$ cat config.mk
export PLATFORM = sky130hd
export DESIGN_NAME = ovb_bank
export DESIGN_NICKNAME = d
export VERILOG_FILES = /design/src/hdl/ovb_pkg.sv /design/src/hdl/ovb_bank.sv
export SDC_FILE = /design/constraint.sdc
export NUM_CORES = 1
export LEC_CHECK = 0
export BUFFER_PORTS_ARGS = -buffer_cell sky130_fd_sc_hd__buf_2
export CELL_PAD_IN_SITES_DETAIL_PLACEMENT = 1
export CELL_PAD_IN_SITES_GLOBAL_PLACEMENT = 1
export CORE_MARGIN = 1
export CORE_UTILIZATION = 48
export DETAILED_ROUTE_END_ITERATION = 7
export MAX_ROUTING_LAYER = met4
export PLACE_DENSITY = 0.86
export SLEW_MARGIN = 20
export SYNTH_ARGS = -nofsm -noshare
export SYNTH_HDL_FRONTEND = slang
export SYNTH_SLANG_ARGS = --single-unit
$ cat constraint.sdc
create_clock -name clk -period 7.95 [get_ports clk]
set_input_delay 1.1925 -clock clk [delete_from_list [all_inputs] [get_ports clk]]
set_output_delay 1.1925 -clock clk [all_outputs]
set_load 0.1 [all_outputs]
$ cat src/hdl/ovb_pkg.sv
// Package with register map, field layout, reset values and timing for the output gain bank.
package ovb_pkg;
	// ----------------------------------------------------------------
	// Register indices (byte address is four times the index)
	// ----------------------------------------------------------------
	localparam logic [13:0] RAMP_RATE_IDX = 14'h0409;
	localparam logic [13:0] PATH2_RIGHT_IDX = 14'h041D;
	localparam logic [13:0] PATH3_IDX = 14'h0421;
	localparam logic [13:0] PATH4_LEFT_IDX = 14'h0429;
	localparam logic [13:0] PATH4_RIGHT_IDX = 14'h042D;
	localparam logic [13:0] PATH5_LEFT_IDX = 14'h0431;
	localparam logic [13:0] PATH5_RIGHT_IDX = 14'h0435;
	localparam int NUM_CHAN = 6;
	// ----------------------------------------------------------------
	// Field positions and reset values
	// ----------------------------------------------------------------
	localparam int STROBE_BIT = 9;
	localparam int SILENCE_BIT = 8;
	localparam int FALL_RATE_LSB = 4;
	localparam int RISE_RATE_LSB = 0;
	localparam logic [7:0] GAIN_CODE_RST = 8'h80;
	localparam logic SILENCE_RST = 1'b1;
	localparam logic [2:0] RAMP_RATE_RST = 3'h2;
	localparam logic [7:0] GAIN_CODE_MAX = 8'hBF;
	// ----------------------------------------------------------------
	// Timing: internal level moves in 0.125dB steps, 48 steps per 6dB
	// ----------------------------------------------------------------
	localparam int CLK_PERIOD_NS = 25;
	localparam int HALF_MS_NS = 500000;
	localparam int STEPS_PER_6DB = 48;
	localparam int STEP_BASE_CYC = (HALF_MS_NS / CLK_PERIOD_NS) / STEPS_PER_6DB;
	localparam int LEVEL_W = 10;
	localparam int CNT_W = 16;

	typedef struct packed {
		logic silence;
		logic [7:0] code;
	} ovb_chan_cfg_t;

	typedef struct packed {
		logic [2:0] fall;
		logic [2:0] rise;
	} ovb_ramp_cfg_t;
endpackage

$ cat src/hdl/ovb_bank.sv
// Output path gain and silence register bank with staged update and gain ramping.
//
// Overview of operation
// RQ1: Writing one to the apply strobe loads all staged channel settings together.
// RQ2: Bit 8 of each channel silences it when one; resets to silenced.
// RQ3: Gain code bits 7:0 step 0.5dB; 00h is -64dB, BFh is +31.5dB.
// RQ4: Software must not write gain codes C0h to FFh; they are reserved.
// RQ5: Gain codes reset to 80h, meaning 0dB.
// RQ6: Path 3 is one mono channel; paths 4 and 5 have left and right.
// RQ7: Writes without the strobe only stage values; active gain stays unchanged.
// RQ8: Gain ramps; rises use the rising rate, falls the falling rate.
// RQ9: Software avoids strobe soon after path enable and rate changes mid-ramp.
// RQ10: The strobe bit is a pulse, stores nothing and reads back zero.
//
// Local design decision: the APB slave port.
`timescale 1ns/10ps
module ovb_bank #(
	parameter int STEP_BASE = ovb_pkg::STEP_BASE_CYC
) (
	input wire logic clk,
	input wire logic nrst,
	input wire logic psel,
	input wire logic penable,
	input wire logic pwrite,
	input wire logic [15:0] paddr,
	input wire logic [31:0] pwdata,
	output logic [31:0] prdata,
	output logic pready,
	output logic pslverr,
	output logic [ovb_pkg::NUM_CHAN*ovb_pkg::LEVEL_W-1:0] gain_level,
	output logic [ovb_pkg::NUM_CHAN-1:0] silenced,
	output logic ramp_busy
);
	// ----------------------------------------------------------------
	// Decoding helpers
	// ----------------------------------------------------------------
	// Returns the channel slot of a word index, or NUM_CHAN when not a channel.
	function automatic logic [2:0] chan_of(input logic [13:0] idx);
		logic [2:0] c;
		c = 3'h6;
		unique case (idx)
			ovb_pkg::PATH2_RIGHT_IDX: c = 3'h0;
			ovb_pkg::PATH3_IDX: c = 3'h1;
			ovb_pkg::PATH4_LEFT_IDX: c = 3'h2;
			ovb_pkg::PATH4_RIGHT_IDX: c = 3'h3;
			ovb_pkg::PATH5_LEFT_IDX: c = 3'h4;
			ovb_pkg::PATH5_RIGHT_IDX: c = 3'h5;
			default: c = 3'h6;
		endcase
		return c;
	endfunction

	// Rate code to ramp time per 6dB in half-millisecond units.
	function automatic logic [6:0] rate_units(input logic [2:0] r);
		logic [6:0] u;
		u = 7'h00;
		unique case (r)
			3'h0: u = 7'h00;
			3'h1: u = 7'h01;
			3'h2: u = 7'h02;
			3'h3: u = 7'h04;
			3'h4: u = 7'h08;
			3'h5: u = 7'h10;
			3'h6: u = 7'h1E;
			3'h7: u = 7'h3C;
		endcase
		return u;
	endfunction

	// ----------------------------------------------------------------
	// Bus decode
	// ----------------------------------------------------------------
	logic [13:0] word_idx;
	logic [2:0] sel_chan;
	logic is_ramp;
	logic mapped;
	logic wr_access;
	logic apply_pulse;
	assign word_idx = paddr[15:2];
	assign sel_chan = chan_of(word_idx);
	assign is_ramp = (word_idx == ovb_pkg::RAMP_RATE_IDX);
	assign mapped = (sel_chan != 3'h6) || is_ramp;
	assign wr_access = psel && penable && pwrite;
	assign pready = 1'b1;
	assign pslverr = psel && penable && !mapped;
	assign apply_pulse = wr_access && (sel_chan != 3'h6) && pwdata[ovb_pkg::STROBE_BIT]; // RQ1 RQ10

	// ----------------------------------------------------------------
	// Staged settings and ramp rates
	// ----------------------------------------------------------------
	ovb_pkg::ovb_chan_cfg_t stage_reg [ovb_pkg::NUM_CHAN];
	ovb_pkg::ovb_chan_cfg_t stage_next [ovb_pkg::NUM_CHAN];
	ovb_pkg::ovb_chan_cfg_t act_reg [ovb_pkg::NUM_CHAN];
	ovb_pkg::ovb_ramp_cfg_t ramp_reg;

	always_comb
	begin
		for (int i = 0; i < ovb_pkg::NUM_CHAN; i++)
		begin
			stage_next[i] = stage_reg[i];
			if (wr_access && sel_chan == 3'(i))
			begin
				stage_next[i].silence = pwdata[ovb_pkg::SILENCE_BIT]; // RQ2 RQ6
				stage_next[i].code = pwdata[7:0]; // RQ3
			end
		end
	end

	always_ff @(posedge clk)
	begin
		for (int i = 0; i < ovb_pkg::NUM_CHAN; i++)
		begin
			if (!nrst)
			begin
				stage_reg[i].silence <= ovb_pkg::SILENCE_RST; // RQ2
				stage_reg[i].code <= ovb_pkg::GAIN_CODE_RST; // RQ5
			end
			else
			begin
				stage_reg[i] <= stage_next[i]; // RQ7
			end
		end
	end

	// The strobe in the same write also carries that write's own new value.
	always_ff @(posedge clk)
	begin
		for (int i = 0; i < ovb_pkg::NUM_CHAN; i++)
		begin
			if (!nrst)
			begin
				act_reg[i].silence <= ovb_pkg::SILENCE_RST; // RQ2
				act_reg[i].code <= ovb_pkg::GAIN_CODE_RST; // RQ5
			end
			else if (apply_pulse)
			begin
				act_reg[i] <= stage_next[i]; // RQ1
			end
		end
	end

	always_ff @(posedge clk)
	begin
		if (!nrst)
		begin
			ramp_reg.fall <= ovb_pkg::RAMP_RATE_RST;
			ramp_reg.rise <= ovb_pkg::RAMP_RATE_RST;
		end
		else if (wr_access && is_ramp)
		begin
			ramp_reg.fall <= pwdata[ovb_pkg::FALL_RATE_LSB +: 3];
			ramp_reg.rise <= pwdata[ovb_pkg::RISE_RATE_LSB +: 3];
		end
	end

	// Read data is captured in the setup phase so the access phase sees a flop.
	always_ff @(posedge clk)
	begin
		if (!nrst)
		begin
			prdata <= 32'h0000_0000;
		end
		else if (psel && !penable && !pwrite)
		begin
			prdata <= 32'h0000_0000;
			if (is_ramp)
			begin
				prdata[ovb_pkg::FALL_RATE_LSB +: 3] <= ramp_reg.fall;
				prdata[ovb_pkg::RISE_RATE_LSB +: 3] <= ramp_reg.rise;
			end
			else if (sel_chan != 3'h6)
			begin
				prdata[8:0] <= stage_reg[sel_chan]; // RQ10
			end
		end
	end

	// ----------------------------------------------------------------
	// Gain ramp per channel
	// ----------------------------------------------------------------
	// Level is in 0.125dB steps: 0 is -64dB, 512 is 0dB; silence aims at 0.
	logic [ovb_pkg::LEVEL_W-1:0] level_reg [ovb_pkg::NUM_CHAN];
	logic [ovb_pkg::LEVEL_W-1:0] target [ovb_pkg::NUM_CHAN];
	logic [ovb_pkg::CNT_W-1:0] cnt_reg [ovb_pkg::NUM_CHAN];
	logic [ovb_pkg::CNT_W-1:0] interval [ovb_pkg::NUM_CHAN];
	logic [ovb_pkg::NUM_CHAN-1:0] moving;

	always_comb
	begin
		for (int i = 0; i < ovb_pkg::NUM_CHAN; i++)
		begin
			target[i] = act_reg[i].silence ? '0 : {act_reg[i].code, 2'b00}; // RQ2 RQ3
			moving[i] = (level_reg[i] != target[i]);
			interval[i] = ovb_pkg::CNT_W'(
				rate_units((target[i] > level_reg[i]) ? ramp_reg.rise : ramp_reg.fall)
				* STEP_BASE); // RQ8
		end
	end

	always_ff @(posedge clk)
	begin
		for (int i = 0; i < ovb_pkg::NUM_CHAN; i++)
		begin
			if (!nrst)
			begin
				level_reg[i] <= '0;
				cnt_reg[i] <= '0;
			end
			else if (!moving[i])
			begin
				cnt_reg[i] <= '0;
			end
			else if (interval[i] == '0)
			begin
				level_reg[i] <= target[i]; // RQ8
			end
			else if (cnt_reg[i] >= interval[i] - 1'b1)
			begin
				cnt_reg[i] <= '0;
				if (target[i] > level_reg[i])
					level_reg[i] <= level_reg[i] + 1'b1; // RQ8
				else
					level_reg[i] <= level_reg[i] - 1'b1; // RQ8
			end
			else
			begin
				cnt_reg[i] <= cnt_reg[i] + 1'b1;
			end
		end
	end

	always_comb
	begin
		for (int i = 0; i < ovb_pkg::NUM_CHAN; i++)
		begin
			gain_level[i*ovb_pkg::LEVEL_W +: ovb_pkg::LEVEL_W] = level_reg[i];
			silenced[i] = act_reg[i].silence && !moving[i];
		end
		ramp_busy = |moving;
	end

	// ----------------------------------------------------------------
	// Assertions
	// ----------------------------------------------------------------
	property p_apply_loads;
		@(posedge clk) disable iff (!nrst)
		apply_pulse |=> (act_reg[3] == stage_reg[3]) && (act_reg[0] == stage_reg[0]);
	endproperty
	a_apply_loads: assert property (p_apply_loads) else $error("strobe did not load"); // RQ1

	property p_hold_without_strobe;
		@(posedge clk) disable iff (!nrst)
		!apply_pulse |=> $stable(act_reg[2]) && $stable(act_reg[5]);
	endproperty
	a_hold_without_strobe: assert property (p_hold_without_strobe) else $error("active moved"); // RQ7

	property p_reset_values;
		@(posedge clk)
		!nrst |=> stage_reg[1] == 9'h180 && act_reg[4] == 9'h180 && level_reg[4] == '0;
	endproperty
	a_reset_values: assert property (p_reset_values) else $error("bad reset value"); // RQ2

	property p_reset_gain;
		@(posedge clk)
		!nrst |=> act_reg[0].code == 8'h80 && stage_reg[5].code == 8'h80;
	endproperty
	a_reset_gain: assert property (p_reset_gain) else $error("gain code not 80h"); // RQ5

	property p_strobe_reads_zero;
		@(posedge clk) disable iff (!nrst)
		psel && penable && !pwrite |-> prdata[31:9] == '0;
	endproperty
	a_strobe_reads_zero: assert property (p_strobe_reads_zero) else $error("strobe read 1"); // RQ10

	property p_target_map;
		@(posedge clk) disable iff (!nrst)
		!act_reg[3].silence |-> target[3] == 10'(act_reg[3].code) * 4;
	endproperty
	a_target_map: assert property (p_target_map) else $error("code map wrong"); // RQ3

	property p_side_independent;
		@(posedge clk) disable iff (!nrst)
		wr_access && sel_chan == 3'h2 |=> $stable(stage_reg[3]) && $stable(stage_reg[1]);
	endproperty
	a_side_independent: assert property (p_side_independent) else $error("write leaked"); // RQ6

	property p_rise_paced;
		@(posedge clk) disable iff (!nrst)
		moving[1] && ramp_reg.rise == 3'h1 && target[1] > level_reg[1] && !apply_pulse
		&& cnt_reg[1] == '0 |=> $stable(level_reg[1]);
	endproperty
	a_rise_paced: assert property (p_rise_paced) else $error("ramp stepped early"); // RQ8

	property p_fast_jump;
		@(posedge clk) disable iff (!nrst)
		moving[1] && interval[1] == '0 && !apply_pulse |=> level_reg[1] == $past(target[1]);
	endproperty
	a_fast_jump: assert property (p_fast_jump) else $error("zero rate not immediate"); // RQ8
	c_apply: cover property (@(posedge clk) disable iff (!nrst) apply_pulse);
	c_ramp_done: cover property (@(posedge clk) disable iff (!nrst) $fell(ramp_busy));
	c_unsilence: cover property (@(posedge clk) disable iff (!nrst) $fell(silenced[1]));
endmodule

==> reports/qor.yml <==
clk_latency_ns: 0.56
grt_pass1_vias: 19900
status: "complete, no violations"
fin_tns_setup_ns: 0
pin_count: 154
finalNetCount: 2852
firstDrtPassIters: 5
wirelength_um: 66900
synth_seq_area_share_pct: 34.5
syn_inst: 2431
grt_max_degree: 56
vias: 19100
ys_types: 99
setup_violations: 0
max-slew-margin-rel_pct: 34.7
drive_gt1_share_pct: 11.1
drt_iter0_drc: 1225
required_ns: 8.21
fp-row-count: 78
routedWlPerCell_um: 21.0
clockPowerShare_pct: 44.2
critPathKind: "reg -> reg"
io_buffers: 105
cap_viol_max_count: 0
end_kind: "register"
cpMaxStageDelayCell: "edfxtp_1"
cts_buffers: 34
die_y_um: 218
dp_slack_ns: -0.143
setup_ws_ns: 0.299
finalClockSkew_ns: 0.0243
dp.final_hpwl_um: 48700
cts_root_buf: "clkbuf_16"
final_util_pct: 54.4
cp_max_fo: 7
critical-path-top-delay-family: "compound AO/OA/AOI/OAI gates"
p_per_area_nw_per_um2: 140
vias_per_cell: 6.00
die_area_um2: 47300
hold_class: "reg -> reg"
grtUsageTotal_pct: 28.7
cellInternalPower_w: 0.00253
syn_avg_cell_area_um2: 9.18
drc: 0
ant_nets: 0
chipWidth_um: 218
netlist_area_um2: 22300
yosys_warnings: 0
ir_drop_mv: 0.119
cts.path.max_buffers: 3
leakagePower_nw: 10.7
antenna_found_initial: 0
cp-start-kind: "register"
diodes: 0
tightestPinTransition_ns: 0.976
initial_core_util_pct: 49.0
grt_pass1_wl_um: 107000
crit_arrival_ns: 7.92
min_period_ns: 7.65
p_sw_share_pct: 27.5
h-tree-depth: 2
max_freq_ghz: 0.131
comb_power_share_pct: 9.3
path_clk_slew_ns: 0.06
synth_edf_count: 210
netSwitchingPower_w: 0.000956
finalWeightedCongestion: 0.949
synth_ff_type: "edfxtp_1"
placeableCoreArea_um2: 45600
async_reset_ff_share_pct: 0
fill_cells: 5253
gr-total-overflow: 0
cts_tree: "done"
slew_viol_final: 0
cp_slowest_stage_delay_ns: 0.50
finalCritPeriodShare_pct: 96.2
worst-path-buf-inv: 4
largest_register_ffs: 96
area_growth_pct: 11.2
synth-seq-cells: 279
seq_power_share_pct: 46.5
cts.sinks: 279
hold_viol_final: 0
## placed cells by master, fill, tap and decap left out, drive strengths merged, types with 17 or more instances in the layout
cell	netlist	routed
and3	50	50
nor2b	80	80
xnor2	144	144
nand4	28	28
or3	18	18
nand2	180	180
nor2	249	249
nor3	71	71
a211o	18	18
a21o	37	37
nand2b	19	19
clkbuf	56	45
nand3	144	144
xor2	88	88
and2	67	67
ha	224	224
inv	124	126
conb	2	24
mux2i	81	81
o22ai	22	22
a21oi	71	71
fa	17	17
a211oi	27	27
buf	43	167
edfxtp	210	210
dfxtp	69	69
o21ai	92	92
## logic make-up after synthesis
group                    Yosys count  synth area share (%)
XOR/XNOR                         232                  9.11
AND/OR/NAND/NOR                  974                  21.9
other                              2                0.0337
adder cells (fa/ha/maj)          241                  14.1
flip-flops                       279                  34.5
AO/OA/AOI/OAI                    396                  12.3
buffers and inverters            224                  4.40
multiplexers                      83                  3.74
## cell type report
type / count / area (µm²) / area share [%]
Clock buffer: 44 / 981 / 3.96
Sequential cell: 279 / 7690 / 31.0
Clock inverter: 16 / 92.6 / 0.373
Tap cell: 600 / 751 / 3.03
Multi-Input combinational cell: 1950 / 13800 / 55.7
Timing Repair Buffer: 168 / 998 / 4.03
Inverter: 125 / 469 / 1.89
## power groups by stage
stage	Sequential (W)	Clock, W	Combinational (W)
5_1_grt	0.00162	0.00161	0.000340
2_1_floorplan	0.00173	0	0.000169
3_5_place_dp	0.00165	0	0.000317
4_1_cts	0.00162	0.00156	0.000320
3_3_place_gp	0.00164	0	0.000308
6_report	0.00162	0.00154	0.000324
## per-stage QoR
step / area (µm²) / power, W / hold WS (ns) / instances
after detailed placement: 23500 / 0.00196 / 0.507 / 3099
after global placement: 23500 / 0.00195 / 0.482 / 3099
after global routing: 24800 / 0.00357 / 0.544 / 3182
after floorplan: 22400 / 0.00190 / 0.457 / 2453
after CTS: 24600 / 0.00350 / 0.522 / 3163
final: 24800 / 0.00348 / 0.523 / 3182
## worst min-delay path: cells and delay by family, from the launching register on
family | cells | cell delay, ns
AOI/OAI and AO/OA | 1 | 0.10
and+or+nand+nor | 1 | 0.05
DFF | 1 | 0.31
## metal layers
metal / vias to the layer above / track usage (%) / routed length, µm
li1: 8969 / - / -
met1: 9472 / 35.7 / 28900
met2: 534 / 48.2 / 32900
met3: 131 / 3.88 / 3240
met4: 0 / 9.11 / 1870
met5: - / - / 0
## path summary, 6_finish.rpt
kind	startpoint	end	slack [ns]	cells after the start
max reg2reg	act_reg[2][8]	level_reg[2][7]	0.30	34
min	stage_reg[0][0]	stage_reg[0][0]	0.52	2
max	act_reg[2][8]	level_reg[2][7]	0.30	34
min reg2reg	stage_reg[0][0]	stage_reg[0][0]	0.52	2
## cell usage after synthesis (5+ instances only)
cell type    n  area share (%)
a41oi_1      5            0.20
inv_1      124             2.1
o32ai_1      7            0.27
a21oi_1     71             1.6
nand2_1    178             3.0
or3_1       14            0.39
or2_2        9            0.25
fa_1        17             1.5
and2_1      66             1.9
edfxtp_1   210              28
dfxtp_1     69             6.2
a21o_1      37             1.2
or4_1        5            0.17
o221ai_1     8            0.31
o211ai_1    10            0.34
clkbuf_1    56            0.94
o22ai_1     22            0.62
nor2b_1     80             2.2
xnor2_1    144             5.7
and3_1      49             1.4
buf_2       13            0.29
nand2b_1    19            0.53
o31ai_1      8            0.27
xor2_1      88             3.5
o21a_1       8            0.27
a32oi_1      6            0.24
a211o_1     17            0.67
nand3_1    144             3.2
nor3_1      70             1.6
nor4b_1      5            0.20
buf_4       27            0.91
and4_1       9            0.35
mux2i_1     81             3.6
o21ai_0     88             2.0
a211oi_1    26            0.87
nor4_1      14            0.39
nand4_1     28            0.79
a21boi_0     8            0.27
a221oi_1     8            0.31
ha_1       224              13
a31oi_1     14            0.39
nor2_1     247             4.2
## timing repair
action | CTS | global route
gates resized for setup | 3 | 28
endpoints found under the setup margin | 5 | 116
buffers inserted | 4 | 18
hold buffers | 0 | 0
hold endpoints to repair | 0 | 0
pin swaps | 0 | 5
No activity file was read; power rests on OpenSTA's default activity.
